--- config.mk ---
export PLATFORM = sky130hd
export DESIGN_NAME = apso_top
export DESIGN_NICKNAME = d
export VERILOG_FILES = /design/src/design/apso_pkg.sv /design/src/design/apso_top.sv
export SDC_FILE = /design/constraint.sdc
export NUM_CORES = 1
export LEC_CHECK = 0
export ABC_CLOCK_PERIOD_IN_PS = 4900
export BUFFER_PORTS_ARGS = -buffer_cell sky130_fd_sc_hd__buf_2
export CORE_MARGIN = 2
export CORE_UTILIZATION = 25
export DETAILED_ROUTE_END_ITERATION = 12
export PLACE_DENSITY = 0.51
export SETUP_SLACK_MARGIN = 0.02
export SLEW_MARGIN = 25
export SYNTH_ARGS = -nofsm -noshare
export SYNTH_HDL_FRONTEND = slang
export SYNTH_SLANG_ARGS = --single-unit
--- constraint.sdc ---
create_clock -name ref_clk -period 4.9 [get_ports ref_clk]
set_input_delay 0.49 -clock ref_clk [delete_from_list [all_inputs] [get_ports ref_clk]]
set_output_delay 0.49 -clock ref_clk [all_outputs]
set_load 0.02 [all_outputs]
--- src/design/apso_pkg.sv ---
// package for the absolute position serial output block
// assumes a 100 MHz ref_clk and a 32-bit AXI4-Lite register bus
package apso_pkg;

   // register byte offsets
   localparam logic [3:0] REG_CTRL_OFS = 4'h0;
   localparam logic [3:0] REG_STATUS_OFS = 4'h4;
   localparam logic [3:0] REG_REVS_OFS = 4'h8;
   localparam logic [3:0] REG_REMAIN_OFS = 4'hC;

   // control field positions and reset values
   localparam int CTRL_RES_LSB = 0;
   localparam int CTRL_DIR_BIT = 16;
   localparam logic [12:0] RES_RESET = 13'h0014;
   localparam logic [12:0] RES_MIN = 13'h0001;
   localparam logic [12:0] RES_MAX = 13'h1000;
   localparam logic DIR_RESET = 1'b0;

   // timing
   localparam longint CLK_HZ = 100000000;
   localparam longint SENSOR_DELAY_MS = 100;
   localparam longint RETURN_DELAY_MS = 400;
   localparam longint BAUD_BPS = 9600;
   localparam longint PULSE_PERIOD_PS = 1480000;
   localparam int SENSOR_DELAY_CYC = int'((SENSOR_DELAY_MS * CLK_HZ) / 1000);
   localparam int RETURN_DELAY_CYC = int'((RETURN_DELAY_MS * CLK_HZ) / 1000);
   localparam int BIT_CYC = int'(CLK_HZ / BAUD_BPS);
   localparam int QUARTER_CYC =
      int'((PULSE_PERIOD_PS * (CLK_HZ / 1000000)) / 4000000);

   // message layout
   localparam int FRAME_BITS = 10;
   localparam int MSG_CHARS = 8;
   localparam int DIGITS = 5;
   localparam int DIV_STEPS = 36;
   localparam logic [6:0] CHAR_LEAD = 7'h50;
   localparam logic [6:0] CHAR_PLUS = 7'h2B;
   localparam logic [6:0] CHAR_MINUS = 7'h2D;
   localparam logic [6:0] CHAR_ZERO = 7'h30;
   localparam logic [6:0] CHAR_CR = 7'h0D;

   localparam logic [1:0] RESP_OKAY = 2'h0;
   localparam logic [1:0] RESP_SLVERR = 2'h2;

   typedef enum {ST_NORMAL, ST_WAIT, ST_SERIAL, ST_PULSES, ST_HOLD}
      apso_state_type;

   typedef struct packed {
      logic dir;
      logic [12:0] res;
   } apso_ctrl_type;

   typedef struct packed {
      logic a;
      logic b;
      logic c;
   } apso_quad_type;

endpackage

--- src/design/apso_top.sv ---
// absolute position serial output: revolution message, pulse burst, quad
// assumes sensor_on_pin is asynchronous; quadrature inputs share ref_clk
`timescale 1ns/100ps
`default_nettype none
module apso_top
#(
   parameter int SENSOR_CYC = apso_pkg::SENSOR_DELAY_CYC,
   parameter int RETURN_CYC = apso_pkg::RETURN_DELAY_CYC,
   parameter int BAUD_CYC = apso_pkg::BIT_CYC
)
(
   input wire logic ref_clk,
   input wire logic srst,
   input wire logic sensor_on_pin,
   input wire logic signed [35:0] abs_position,
   input wire logic inc_a,
   input wire logic inc_b,
   input wire logic index_in,
   output logic quad_a_out,
   output logic quad_b_out,
   output logic index_pulse_out,
   input wire logic [3:0] s_axi_awaddr,
   input wire logic s_axi_awvalid,
   output logic s_axi_awready,
   input wire logic [31:0] s_axi_wdata,
   input wire logic [3:0] s_axi_wstrb,
   input wire logic s_axi_wvalid,
   output logic s_axi_wready,
   output logic [1:0] s_axi_bresp,
   output logic s_axi_bvalid,
   input wire logic s_axi_bready,
   input wire logic [3:0] s_axi_araddr,
   input wire logic s_axi_arvalid,
   output logic s_axi_arready,
   output logic [31:0] s_axi_rdata,
   output logic [1:0] s_axi_rresp,
   output logic s_axi_rvalid,
   input wire logic s_axi_rready
);

   apso_pkg::apso_state_type state_ff, nxt_state;
   apso_pkg::apso_ctrl_type ctrl_ff;
   apso_pkg::apso_quad_type quad_ff, nxt_quad;
   logic [2:0] sync_ff;
   logic sensor_lvl_ff;
   logic sensor_rise;
   logic [31:0] wait_cnt_ff;
   logic [31:0] hold_cnt_ff;
   logic [5:0] prep_step_ff;
   logic prep_done_ff;
   logic pos_neg_ff;
   logic [35:0] quo_ff;
   logic [13:0] rem_ff;
   logic [13:0] trial;
   logic [35:0] quot_signed;
   logic signed [15:0] revs_ff;
   logic [19:0] remain_ff;
   logic [15:0] dig_work_ff;
   logic [2:0] place_ff;
   logic [3:0] dig_cnt_ff;
   logic [3:0] digit_ff [apso_pkg::DIGITS];
   logic [15:0] place_weight;
   logic [31:0] baud_cnt_ff;
   logic [3:0] bit_idx_ff;
   logic [2:0] char_idx_ff;
   logic [9:0] frame_ff;
   logic [6:0] cur_char;
   logic tx_line;
   logic [20:0] pulse_left_ff;
   logic [7:0] quarter_cnt_ff;
   logic [1:0] phase_ff;
   logic burst_a;
   logic burst_b;
   logic aw_held_ff;
   logic w_held_ff;
   logic [3:0] aw_addr_ff;
   logic [31:0] w_data_ff;
   logic [3:0] w_strb_ff;

   // sensor-on pin: three stages, change accepted when last two agree
   always_ff @(posedge ref_clk)
   begin
      if (srst)
         sync_ff <= 3'h0;
      else
         sync_ff <= {sync_ff[1:0], sensor_on_pin};
   end

   always_ff @(posedge ref_clk)
   begin
      if (srst)
         sensor_lvl_ff <= 1'b0;
      else if (sync_ff[1] == sync_ff[2])
         sensor_lvl_ff <= sync_ff[2];
   end

   assign sensor_rise = (sync_ff[1] == sync_ff[2]) && sync_ff[2] &&
                        !sensor_lvl_ff;

   // sequence control
   always_comb
   begin
      nxt_state = state_ff;
      case (state_ff)
         apso_pkg::ST_NORMAL:
            if (sensor_rise)
               nxt_state = apso_pkg::ST_WAIT;
         apso_pkg::ST_WAIT:
            if (wait_cnt_ff == 32'h0 && prep_done_ff)
               nxt_state = apso_pkg::ST_SERIAL;
         apso_pkg::ST_SERIAL:
            if (char_idx_ff == 3'h7 && bit_idx_ff == 4'h9 &&
                baud_cnt_ff == 32'h0)
               nxt_state = apso_pkg::ST_PULSES;
         apso_pkg::ST_PULSES:
            if (pulse_left_ff == 21'h0)
               nxt_state = apso_pkg::ST_HOLD;
         apso_pkg::ST_HOLD:
            if (hold_cnt_ff == 32'h0)
               nxt_state = apso_pkg::ST_NORMAL;
         default:
            nxt_state = apso_pkg::ST_NORMAL;
      endcase
   end

   always_ff @(posedge ref_clk)
   begin
      if (srst)
         state_ff <= apso_pkg::ST_NORMAL;
      else
         state_ff <= nxt_state;
   end

   // 100 ms wait, and 400 ms from the last character running under the burst
   always_ff @(posedge ref_clk)
   begin
      if (srst || state_ff != apso_pkg::ST_WAIT)
         wait_cnt_ff <= 32'(SENSOR_CYC - 1);
      else if (wait_cnt_ff != 32'h0)
         wait_cnt_ff <= wait_cnt_ff - 32'h1;
   end

   always_ff @(posedge ref_clk)
   begin
      if (srst || state_ff == apso_pkg::ST_SERIAL ||
          state_ff == apso_pkg::ST_NORMAL)
         hold_cnt_ff <= 32'(RETURN_CYC - 1);
      else if (hold_cnt_ff != 32'h0)
         hold_cnt_ff <= hold_cnt_ff - 32'h1;
   end

   // position over resolution: restoring divider, then decimal digits
   assign trial = {rem_ff[12:0], quo_ff[35]};
   assign quot_signed = pos_neg_ff ? 36'(-quo_ff) : quo_ff;

   always_ff @(posedge ref_clk)
   begin
      if (srst)
      begin
         prep_step_ff <= 6'h0;
         prep_done_ff <= 1'b0;
         pos_neg_ff <= 1'b0;
         quo_ff <= 36'h0;
         rem_ff <= 14'h0;
      end
      else if (state_ff == apso_pkg::ST_NORMAL && sensor_rise)
      begin
         prep_step_ff <= 6'h0;
         prep_done_ff <= 1'b0;
         pos_neg_ff <= abs_position[35];
         quo_ff <= abs_position[35] ? 36'(-abs_position) : abs_position;
         rem_ff <= 14'h0;
      end
      else if (prep_step_ff < 6'(apso_pkg::DIV_STEPS))
      begin
         prep_step_ff <= prep_step_ff + 6'h1;
         if (trial >= {1'b0, ctrl_ff.res})
         begin
            rem_ff <= trial - {1'b0, ctrl_ff.res};
            quo_ff <= {quo_ff[34:0], 1'b1};
         end
         else
         begin
            rem_ff <= trial;
            quo_ff <= {quo_ff[34:0], 1'b0};
         end
      end
      else if (prep_step_ff == 6'(apso_pkg::DIV_STEPS))
         prep_step_ff <= prep_step_ff + 6'h1;
      else if (place_ff == 3'(apso_pkg::DIGITS))
         prep_done_ff <= 1'b1;
   end

   // one unit of the count is 2^20 pulses; 16 bits wrap at the ends
   always_ff @(posedge ref_clk)
   begin
      if (srst)
      begin
         revs_ff <= 16'h0;
         remain_ff <= 20'h0;
      end
      else if (prep_step_ff == 6'(apso_pkg::DIV_STEPS))
      begin
         revs_ff <= quot_signed[35:20];
         remain_ff <= quot_signed[19:0];
      end
   end

   always_comb
   begin
      case (place_ff)
         3'h0: place_weight = 16'h2710;
         3'h1: place_weight = 16'h03E8;
         3'h2: place_weight = 16'h0064;
         3'h3: place_weight = 16'h000A;
         default: place_weight = 16'h0001;
      endcase
   end

   always_ff @(posedge ref_clk)
   begin
      if (srst || prep_step_ff <= 6'(apso_pkg::DIV_STEPS))
      begin
         place_ff <= 3'h0;
         dig_cnt_ff <= 4'h0;
         // quotient is final at the capture step, revs_ff is not yet
         dig_work_ff <= quot_signed[35] ? 16'(-quot_signed[35:20]) :
                        quot_signed[35:20];
      end
      else if (place_ff < 3'(apso_pkg::DIGITS))
      begin
         if (dig_work_ff >= place_weight)
         begin
            dig_work_ff <= dig_work_ff - place_weight;
            dig_cnt_ff <= dig_cnt_ff + 4'h1;
         end
         else
         begin
            place_ff <= place_ff + 3'h1;
            dig_cnt_ff <= 4'h0;
         end
      end
   end

   for (genvar i = 0; i < apso_pkg::DIGITS; i++)
   begin : g_digit
      always_ff @(posedge ref_clk)
      begin
         if (srst)
            digit_ff[i] <= 4'h0;
         else if (place_ff == 3'(i) && dig_work_ff < place_weight &&
                  prep_step_ff > 6'(apso_pkg::DIV_STEPS))
            digit_ff[i] <= dig_cnt_ff;
      end
   end

   // character of the message; zero goes out as plus
   always_comb
   begin
      case (char_idx_ff)
         3'h0: cur_char = apso_pkg::CHAR_LEAD;
         3'h1: cur_char = revs_ff[15] ? apso_pkg::CHAR_MINUS :
                          apso_pkg::CHAR_PLUS;
         3'h7: cur_char = apso_pkg::CHAR_CR;
         default: cur_char = apso_pkg::CHAR_ZERO |
                             {3'h0, digit_ff[char_idx_ff - 3'h2]};
      endcase
   end

   // async frame: start, 7 data lsb first, even parity, stop
   always_ff @(posedge ref_clk)
   begin
      if (srst || state_ff != apso_pkg::ST_SERIAL)
      begin
         baud_cnt_ff <= 32'(BAUD_CYC - 1);
         bit_idx_ff <= 4'h0;
         char_idx_ff <= 3'h0;
         frame_ff <= {1'b1, ^cur_char, cur_char, 1'b0};
      end
      else
      begin
         // reload during the start bit, after char_idx_ff has moved on
         if (bit_idx_ff == 4'h0)
            frame_ff <= {1'b1, ^cur_char, cur_char, 1'b0};
         if (baud_cnt_ff != 32'h0)
            baud_cnt_ff <= baud_cnt_ff - 32'h1;
         else
         begin
            baud_cnt_ff <= 32'(BAUD_CYC - 1);
            if (bit_idx_ff == 4'(apso_pkg::FRAME_BITS - 1))
            begin
               bit_idx_ff <= 4'h0;
               char_idx_ff <= char_idx_ff + 3'h1;
            end
            else
               bit_idx_ff <= bit_idx_ff + 4'h1;
         end
      end
   end

   assign tx_line = frame_ff[bit_idx_ff];

   // burst of quadrature pulses, a leading when dir is 0 and b leading when dir is 1, one pulse every 1.48 us
   always_ff @(posedge ref_clk)
   begin
      if (srst || state_ff != apso_pkg::ST_PULSES)
      begin
         pulse_left_ff <= {1'b0, remain_ff};
         quarter_cnt_ff <= 8'(apso_pkg::QUARTER_CYC - 1);
         phase_ff <= 2'h0;
      end
      else if (quarter_cnt_ff != 8'h0)
         quarter_cnt_ff <= quarter_cnt_ff - 8'h1;
      else
      begin
         quarter_cnt_ff <= 8'(apso_pkg::QUARTER_CYC - 1);
         phase_ff <= phase_ff + 2'h1;
         if (phase_ff == 2'h3)
            pulse_left_ff <= pulse_left_ff - 21'h1;
      end
   end

   assign burst_a = (phase_ff == 2'h1) || (phase_ff == 2'h2);
   assign burst_b = phase_ff[1];

   // output select per phase of the sequence
   always_comb
   begin
      nxt_quad.c = index_in;
      case (state_ff)
         apso_pkg::ST_WAIT:
         begin
            nxt_quad.a = 1'b1;
            nxt_quad.b = ctrl_ff.dir;
         end
         apso_pkg::ST_SERIAL:
         begin
            nxt_quad.a = tx_line;
            nxt_quad.b = ctrl_ff.dir;
         end
         apso_pkg::ST_PULSES:
         begin
            nxt_quad.a = burst_a;
            nxt_quad.b = burst_b ^ ctrl_ff.dir;
         end
         apso_pkg::ST_HOLD:
         begin
            nxt_quad.a = 1'b0;
            nxt_quad.b = ctrl_ff.dir;
         end
         default:
         begin
            nxt_quad.a = inc_a;
            nxt_quad.b = inc_b;
         end
      endcase
   end

   always_ff @(posedge ref_clk)
   begin
      if (srst)
         quad_ff <= '{a: 1'b0, b: 1'b0, c: 1'b0};
      else
         quad_ff <= nxt_quad;
   end

   assign quad_a_out = quad_ff.a;
   assign quad_b_out = quad_ff.b;
   assign index_pulse_out = quad_ff.c;

   // axi4-lite write side
   assign s_axi_awready = !aw_held_ff;
   assign s_axi_wready = !w_held_ff;

   always_ff @(posedge ref_clk)
   begin
      if (srst)
      begin
         aw_held_ff <= 1'b0;
         w_held_ff <= 1'b0;
         aw_addr_ff <= 4'h0;
         w_data_ff <= 32'h0;
         w_strb_ff <= 4'h0;
      end
      else if (aw_held_ff && w_held_ff && !s_axi_bvalid)
      begin
         aw_held_ff <= 1'b0;
         w_held_ff <= 1'b0;
      end
      else
      begin
         if (s_axi_awvalid && !aw_held_ff)
         begin
            aw_held_ff <= 1'b1;
            aw_addr_ff <= s_axi_awaddr;
         end
         if (s_axi_wvalid && !w_held_ff)
         begin
            w_held_ff <= 1'b1;
            w_data_ff <= s_axi_wdata;
            w_strb_ff <= s_axi_wstrb;
         end
      end
   end

   // resolution outside 1..4096 is ignored
   always_ff @(posedge ref_clk)
   begin
      if (srst)
         ctrl_ff <= '{dir: apso_pkg::DIR_RESET, res: apso_pkg::RES_RESET};
      else if (aw_held_ff && w_held_ff && !s_axi_bvalid &&
               aw_addr_ff == apso_pkg::REG_CTRL_OFS)
      begin
         if (w_strb_ff[2])
            ctrl_ff.dir <= w_data_ff[apso_pkg::CTRL_DIR_BIT];
         if (w_strb_ff[1:0] == 2'h3 &&
             w_data_ff[12:0] >= apso_pkg::RES_MIN &&
             w_data_ff[12:0] <= apso_pkg::RES_MAX &&
             w_data_ff[15:13] == 3'h0)
            ctrl_ff.res <= w_data_ff[12:0];
      end
   end

   always_ff @(posedge ref_clk)
   begin
      if (srst)
      begin
         s_axi_bvalid <= 1'b0;
         s_axi_bresp <= apso_pkg::RESP_OKAY;
      end
      else if (aw_held_ff && w_held_ff && !s_axi_bvalid)
      begin
         s_axi_bvalid <= 1'b1;
         s_axi_bresp <= (aw_addr_ff == apso_pkg::REG_CTRL_OFS) ?
                        apso_pkg::RESP_OKAY : apso_pkg::RESP_SLVERR;
      end
      else if (s_axi_bready)
         s_axi_bvalid <= 1'b0;
   end

   // axi4-lite read side
   assign s_axi_arready = !s_axi_rvalid;

   always_ff @(posedge ref_clk)
   begin
      if (srst)
      begin
         s_axi_rvalid <= 1'b0;
         s_axi_rdata <= 32'h0;
         s_axi_rresp <= apso_pkg::RESP_OKAY;
      end
      else if (s_axi_arvalid && !s_axi_rvalid)
      begin
         s_axi_rvalid <= 1'b1;
         s_axi_rresp <= apso_pkg::RESP_OKAY;
         if (s_axi_araddr == apso_pkg::REG_CTRL_OFS)
            s_axi_rdata <= {15'h0, ctrl_ff.dir, 3'h0, ctrl_ff.res};
         else if (s_axi_araddr == apso_pkg::REG_STATUS_OFS)
            s_axi_rdata <= {27'h0, state_ff == apso_pkg::ST_HOLD,
                            state_ff == apso_pkg::ST_PULSES,
                            state_ff == apso_pkg::ST_SERIAL,
                            state_ff == apso_pkg::ST_WAIT, sensor_lvl_ff};
         else if (s_axi_araddr == apso_pkg::REG_REVS_OFS)
            s_axi_rdata <= {{16{revs_ff[15]}}, revs_ff};
         else if (s_axi_araddr == apso_pkg::REG_REMAIN_OFS)
            s_axi_rdata <= {12'h0, remain_ff};
         else
         begin
            s_axi_rdata <= 32'h0;
            s_axi_rresp <= apso_pkg::RESP_SLVERR;
         end
      end
      else if (s_axi_rready)
         s_axi_rvalid <= 1'b0;
   end
endmodule // apso_top
`default_nettype wire

======== After elaboration in Yosys (flattened, before gate mapping) ========
Memory sizes are Yosys's and may differ from the RTL's.
Index checks and enable logic that the tools add are counted.
cells by class
  add/sub/neg operators ................... 17
  $mul .................................... 0
  div/mod/pow operators ................... 0
  order comparisons ....................... 10
  eq/ne operators ......................... 34
  shifts and indexed selects .............. 0
  mux-type cells .......................... 66
  bitwise logic cells ..................... 12
  reduce and logical (&&, ||, !) cells .... 77
operator list
  kind                                                                      number
  32-bit 2-to-1 mux                                                         8
  32-bit zero test                                                          5
  32-bit case mux with 5 select lines                                       1
  36-bit 2-to-1 mux                                                         4
  32-bit by 2-bit == test with 1-bit output, second input constant          3
  32-bit by 3-bit == test with 1-bit output, second input constant          3
  32-bit nonzero test                                                       3
  32-bit by 1-bit subtractor with 32-bit output, second input constant      3
  20-bit 2-to-1 mux                                                         4
  36-bit negation                                                           2
  16-bit 2-to-1 mux                                                         4
  32-bit by 3-bit inequality test with 1-bit output, second input constant  2
  14-bit case mux with 4 select lines                                       1
  32-bit by 1-bit == test with 1-bit output, second input constant          1
  32-bit by 4-bit == test with 1-bit output, second input constant          1
  32-bit by 2-bit inequality test with 1-bit output, second input constant  1
  4-bit 2-to-1 mux                                                          7
  1-bit logical AND                                                         25
  1-bit 2-to-1 mux                                                          23
  21-bit zero test                                                          1
  7-bit case mux with 3 select lines                                        1
  21-bit by 1-bit subtractor with 21-bit output, second input constant      1
  9-bit 2-to-1 mux                                                          2
  2-bit AND reduction                                                       9
  other kinds (48)                                                          101
word-level totals
  bits in registers ....................... 375
  bits in latches ......................... 0
  RAM bits ................................ 20
  bits in read-only memories .............. 0
  bits of input ports ..................... 91
  output and inout port bits .............. 44
  memories ................................ 1
memory list
  name      words  width  rd ports  clocked after memory_dff  wr ports  RTL line        RTL
  digit_ff  5      4      1         0                         5         apso_top.sv:61  logic [3:0] digit_ff [apso_pkg::DIGITS];

======== Logic depth before layout (Yosys ltp) ========
  depth in word-level cells ............... 9
  gate-level depth with buffers ........... 14

======== Worst setup path before layout ========
OpenSTA, ideal clock, no wires.
  path type ............................... flip-flop to flip-flop
  from .................................... register place_ff[1]
  to ...................................... register dig_work_ff[0] (enable)
  library setup time ...................... 0.372 ns
  data arrival time ....................... 3.045 ns
  data required time ...................... 4.528 ns
  path slack .............................. 1.483 ns
  stages on the path, launching flop included .. 15
  buffers on the path ..................... 0
  cell sequence ........................... dfxtp_1 > inv_1 > ha_1 > nor2b_1 > nor4_1 > ha_1 > fa_1 > nand2b_1 > a21oi_1 > o31ai_1 > a21oi_1 > o21ai_0 > nand2_1 > nand2_1 > nand2_1
on the way
  cells in the longest elaborated chain, start to end .. 5
ends and longest elaborated chain
  element                                                           RTL line         RTL
  start: declaration                                                apso_top.sv:59   logic [2:0] place_ff;
  start signal: assignment                                          apso_top.sv:239  place_ff <= place_ff + 3'h1;
  3-bit by 2-bit == test with 1-bit output (tied with other cells)  apso_top.sv:211  case (place_ff)
  14-bit case mux with 4 select lines                               apso_top.sv:211
  16-bit greater-or-equal comparator                                apso_top.sv:232  if (dig_work_ff >= place_weight)
  2-bit nonzero test (no source line)                               -
  2-bit AND reduction (no source line) *                            -
  end signal: assignment                                            apso_top.sv:227  dig_work_ff <= quot_signed[35] ? 16'(-quot_signed[35:20]) :
  end signal: assignment                                            apso_top.sv:234  dig_work_ff <= dig_work_ff - place_weight;
  end: declaration                                                  apso_top.sv:58   logic [15:0] dig_work_ff;
Every way passes the cells marked *; elsewhere a longest branch is shown, timed or not.
A chain may end at the register's enable or synchronous reset.

==> summary.txt <==
STA
  • Slew @ Worst Pin: 1.17 ns
  • Top achievable clock speed: 0.245 GHz
  • RSZ-0062 raised after global routing: false
  • Final Hold Viols: 0
  • Final hold slack: 0.113 ns
  • Worst setup margin: 0.819 ns
  • Max-slew violations: 0
  • Part of the cycle the worst path needs: 83.3%
  • Setup violators final: 0
  • Final worst path period need: 4.08 ns
  • Final Skew: 0.0145 ns
  • Final setup TNS: 0 ns
  • Max-slew headroom: 20.1%

Placement
  • Placer congestion estimate: 0.805
  • Worst slack, placed: 0.852 ns
  • Area after DPL: 20100 um2
  • Dpl hpwl: 34.9 mm
  • I/O Buffers: 116

Power and ir drop
  • Overall Power: 7.22 mW
  • Max VDD drop: 0.195 mV
  • P per Cell Area: 337 nW/um2
  • Lkg Pwr: 7.70 nW

Yosys
  • Post-synth top area cell: dfxtp_1
  • Synth Register Bits: 353
  • Synth Flop Type: dfxtp_1
  • Yosys synthesis warning count: 0
  • Synth async-reset ratio: 0%
  • Number of distinct library cells after synthesis: 79
  • Synthesized area per cell: 8.51 um2
  • Sequential element share of the synthesized area: 41.3%
  • Count leader, synth: nor2_1
  • Top cells by area, synth: dfxtp_1 31%, edfxtp_1 10%, nor2_1 6.4%
  • Mapped Area: 18700 um2
  • Commonest cells post-synth: 318 x nor2_1, 289 x dfxtp_1, 273 x nand2_1, 133 x xnor2_1, 108 x o21ai_0
  • Syn Inst Count: 2192
  • Yosys top cell area share: 31.0%
  • Post-synth EDFFs: 64

Layout
  • Share of layout cells above drive strength 1: 11.2%
  • P&R area growth vs syn: 14.8%
  • Antenna cells: 0
  • Nets: 2385
  • Design Area, Final: 21400 um2

Floorplanning
  • Die width: 277 um
  • Die height: 277 um
  • Die Footprint: 76800 um2
  • Boundary pin count: 135
  • Starting Density: 25.1%
  • Core ar.: 74200 um2
  • Num rows: 100

Worst setup path
  • Worst-path cell chain: inv_1 -> ha_1 -> nor2b_1 -> nor2_1 -> ha_1 -> a21o_1 -> a211o_1 -> o21a_1 -> nor4_1 -> nand2_1 -> a21oi_1 -> nand3_1 -> nor2_1
  • Crit Path Class: register to register
  • Critical-path maximum fanout: 9
  • Crit-path slowest cell: a21oi_1
  • Register-to-Register Path Depth: 13
  • CP Capture Type: register
  • CP Data Required Time: 5.30 ns
  • Startpoint type of the worst setup path: register
  • Crit-path max cell delay: 0.53 ns
  • Worst path arrival time: 4.49 ns

Global route
  • Vias in the first global route: 15000
  • Total GRT Usage: 12.4%
  • Largest net degree at the start of global routing: 70
  • Total congestion overflow: 0
  • First-pass GRT wire length: 79.0 mm
  • Initial antenna violation count: 1

Min path
  • Worst Hold Class: input pin to register
  • Worst Hold Depth: 2

Routing
  • Antenna Violating Nets Remaining: 0
  • Wire per inst: 14.8 um
  • WL final: 48.1 mm
  • DRT iter0 DRCs: 869
  • DR vias: 15500
  • Drt drc: 0
  • Via-to-Cell Ratio: 4.77
  • Pre-Repair DR Iteration Count: 7

Clocking
  • Setup Buffers After CTS: 0
  • CTS tree: done
  • Clock tree buffer depth: 3
  • CTS clk-pin slew, worst paths: 0.06 ns
  • Worst-Skew Late Latency: 0.56 ns
  • Clk sinks: 353
  • CTS Root Cell: clkbuf_16
  • Hold-fix buffers at CTS: 0
  • CTS resizes: 0
  • CTS buffer count: 41
  • H-tree Lvls: 2

Run
  • Max-cap viol count: 0

Status
  • Status: finished clean
[cell type report]
cell class	instances	area, um2
clock buffer	57	1220
clock inverter	17	128
fill	7862	52800
inverter	59	221
multi-input combinational	1655	10200
sequential	353	7710
tap	969	1210
timing repair buffer	134	718
[layer usage]
metal  vias to the layer above  track usage [%]  share of wire (%)
met5                         -                0                  0
met1                      7262             16.6                 48
li1                       7873                -                  -
met4                         0             3.79                2.3
met3                        72             1.85                3.9
met2                       273             20.4                 46
[through the flow]
step                      instances  util [%]
after detailed placement       3170      27.0
after CTS                      3244      28.9
final                          3244      28.9
after floorplan                2193         -
after global placement         3170      27.0
after global routing           3244      28.9
[worst paths after layout]
check	start	end	slack, ns
max reg2reg	place_ff[1]	digit_ff[3][3]	0.82
min	s_axi_rready	s_axi_rvalid	0.11
max	place_ff[1]	digit_ff[3][3]	0.82
min reg2reg	baud_cnt_ff[0]	baud_cnt_ff[0]	0.41
[placed cells by master, fill, tap and decap left out, types with 45 or more instances in the layout]
master	synthesis	routed
xor2_1	60	60
buf_2	7	115
clkbuf_16	0	45
xnor2_1	133	133
nor3_1	64	63
mux2i_1	58	58
inv_1	58	58
dfxtp_1	289	289
a21oi_1	88	88
edfxtp_1	64	64
nor2_1	318	317
o21ai_0	108	108
a211oi_1	61	61
ha_1	48	48
nand3_1	56	56
nand2_1	273	272
[power breakdown]
part / switching (mW) / leakage [nW] / internal [mW]
clock network: 1.26 / 0.669 / 1.80
logic: 0.634 / 3.96 / 0.410
registers: 0.0737 / 3.06 / 3.04
total: 1.97 / 7.70 / 5.25
[critical path, delay by kind of cell (launching register included)]
family / cells / cell delay (ns)
buffers and inverters: 1 / 0.13
AO/OA/AOI/OAI: 4 / 1.26
AND/OR/NAND/NOR: 6 / 1.63
adder cells (fa/ha/maj): 2 / 0.54
flip-flops: 1 / 0.35
[cell families (layout without fill, tap and decap cells)]
group                    count (synthesis)  in the layout  share of synthesized area [%]
multiplexers                            64             64                           3.54
AO/OA/AOI/OAI                          420            420                           15.1
AND/OR/NAND/NOR                        926            926                           23.4
adder cells (fa/ha/maj)                 50             50                           3.43
flip-flops                             353            353                           41.3
buffers and inverters                  185            267                           4.13
XOR/XNOR                               193            193                           9.06
other                                    1              2                         0.0201
[state kept, by name, indices dropped and copies added (netlist names), 8 cells and up]
signal	count
frame_ff	8
remain_ff	20
quarter_cnt_ff	8
w_data_ff	17
ctrl_ff	14
rem_ff	13
pulse_left_ff	21
s_axi_rdata	21
digit_ff	20
revs_ff	16
wait_cnt_ff	32
dig_work_ff	16
quo_ff	36
baud_cnt_ff	32
hold_cnt_ff	32
Note: power is estimated with default switching activity, not from simulation.
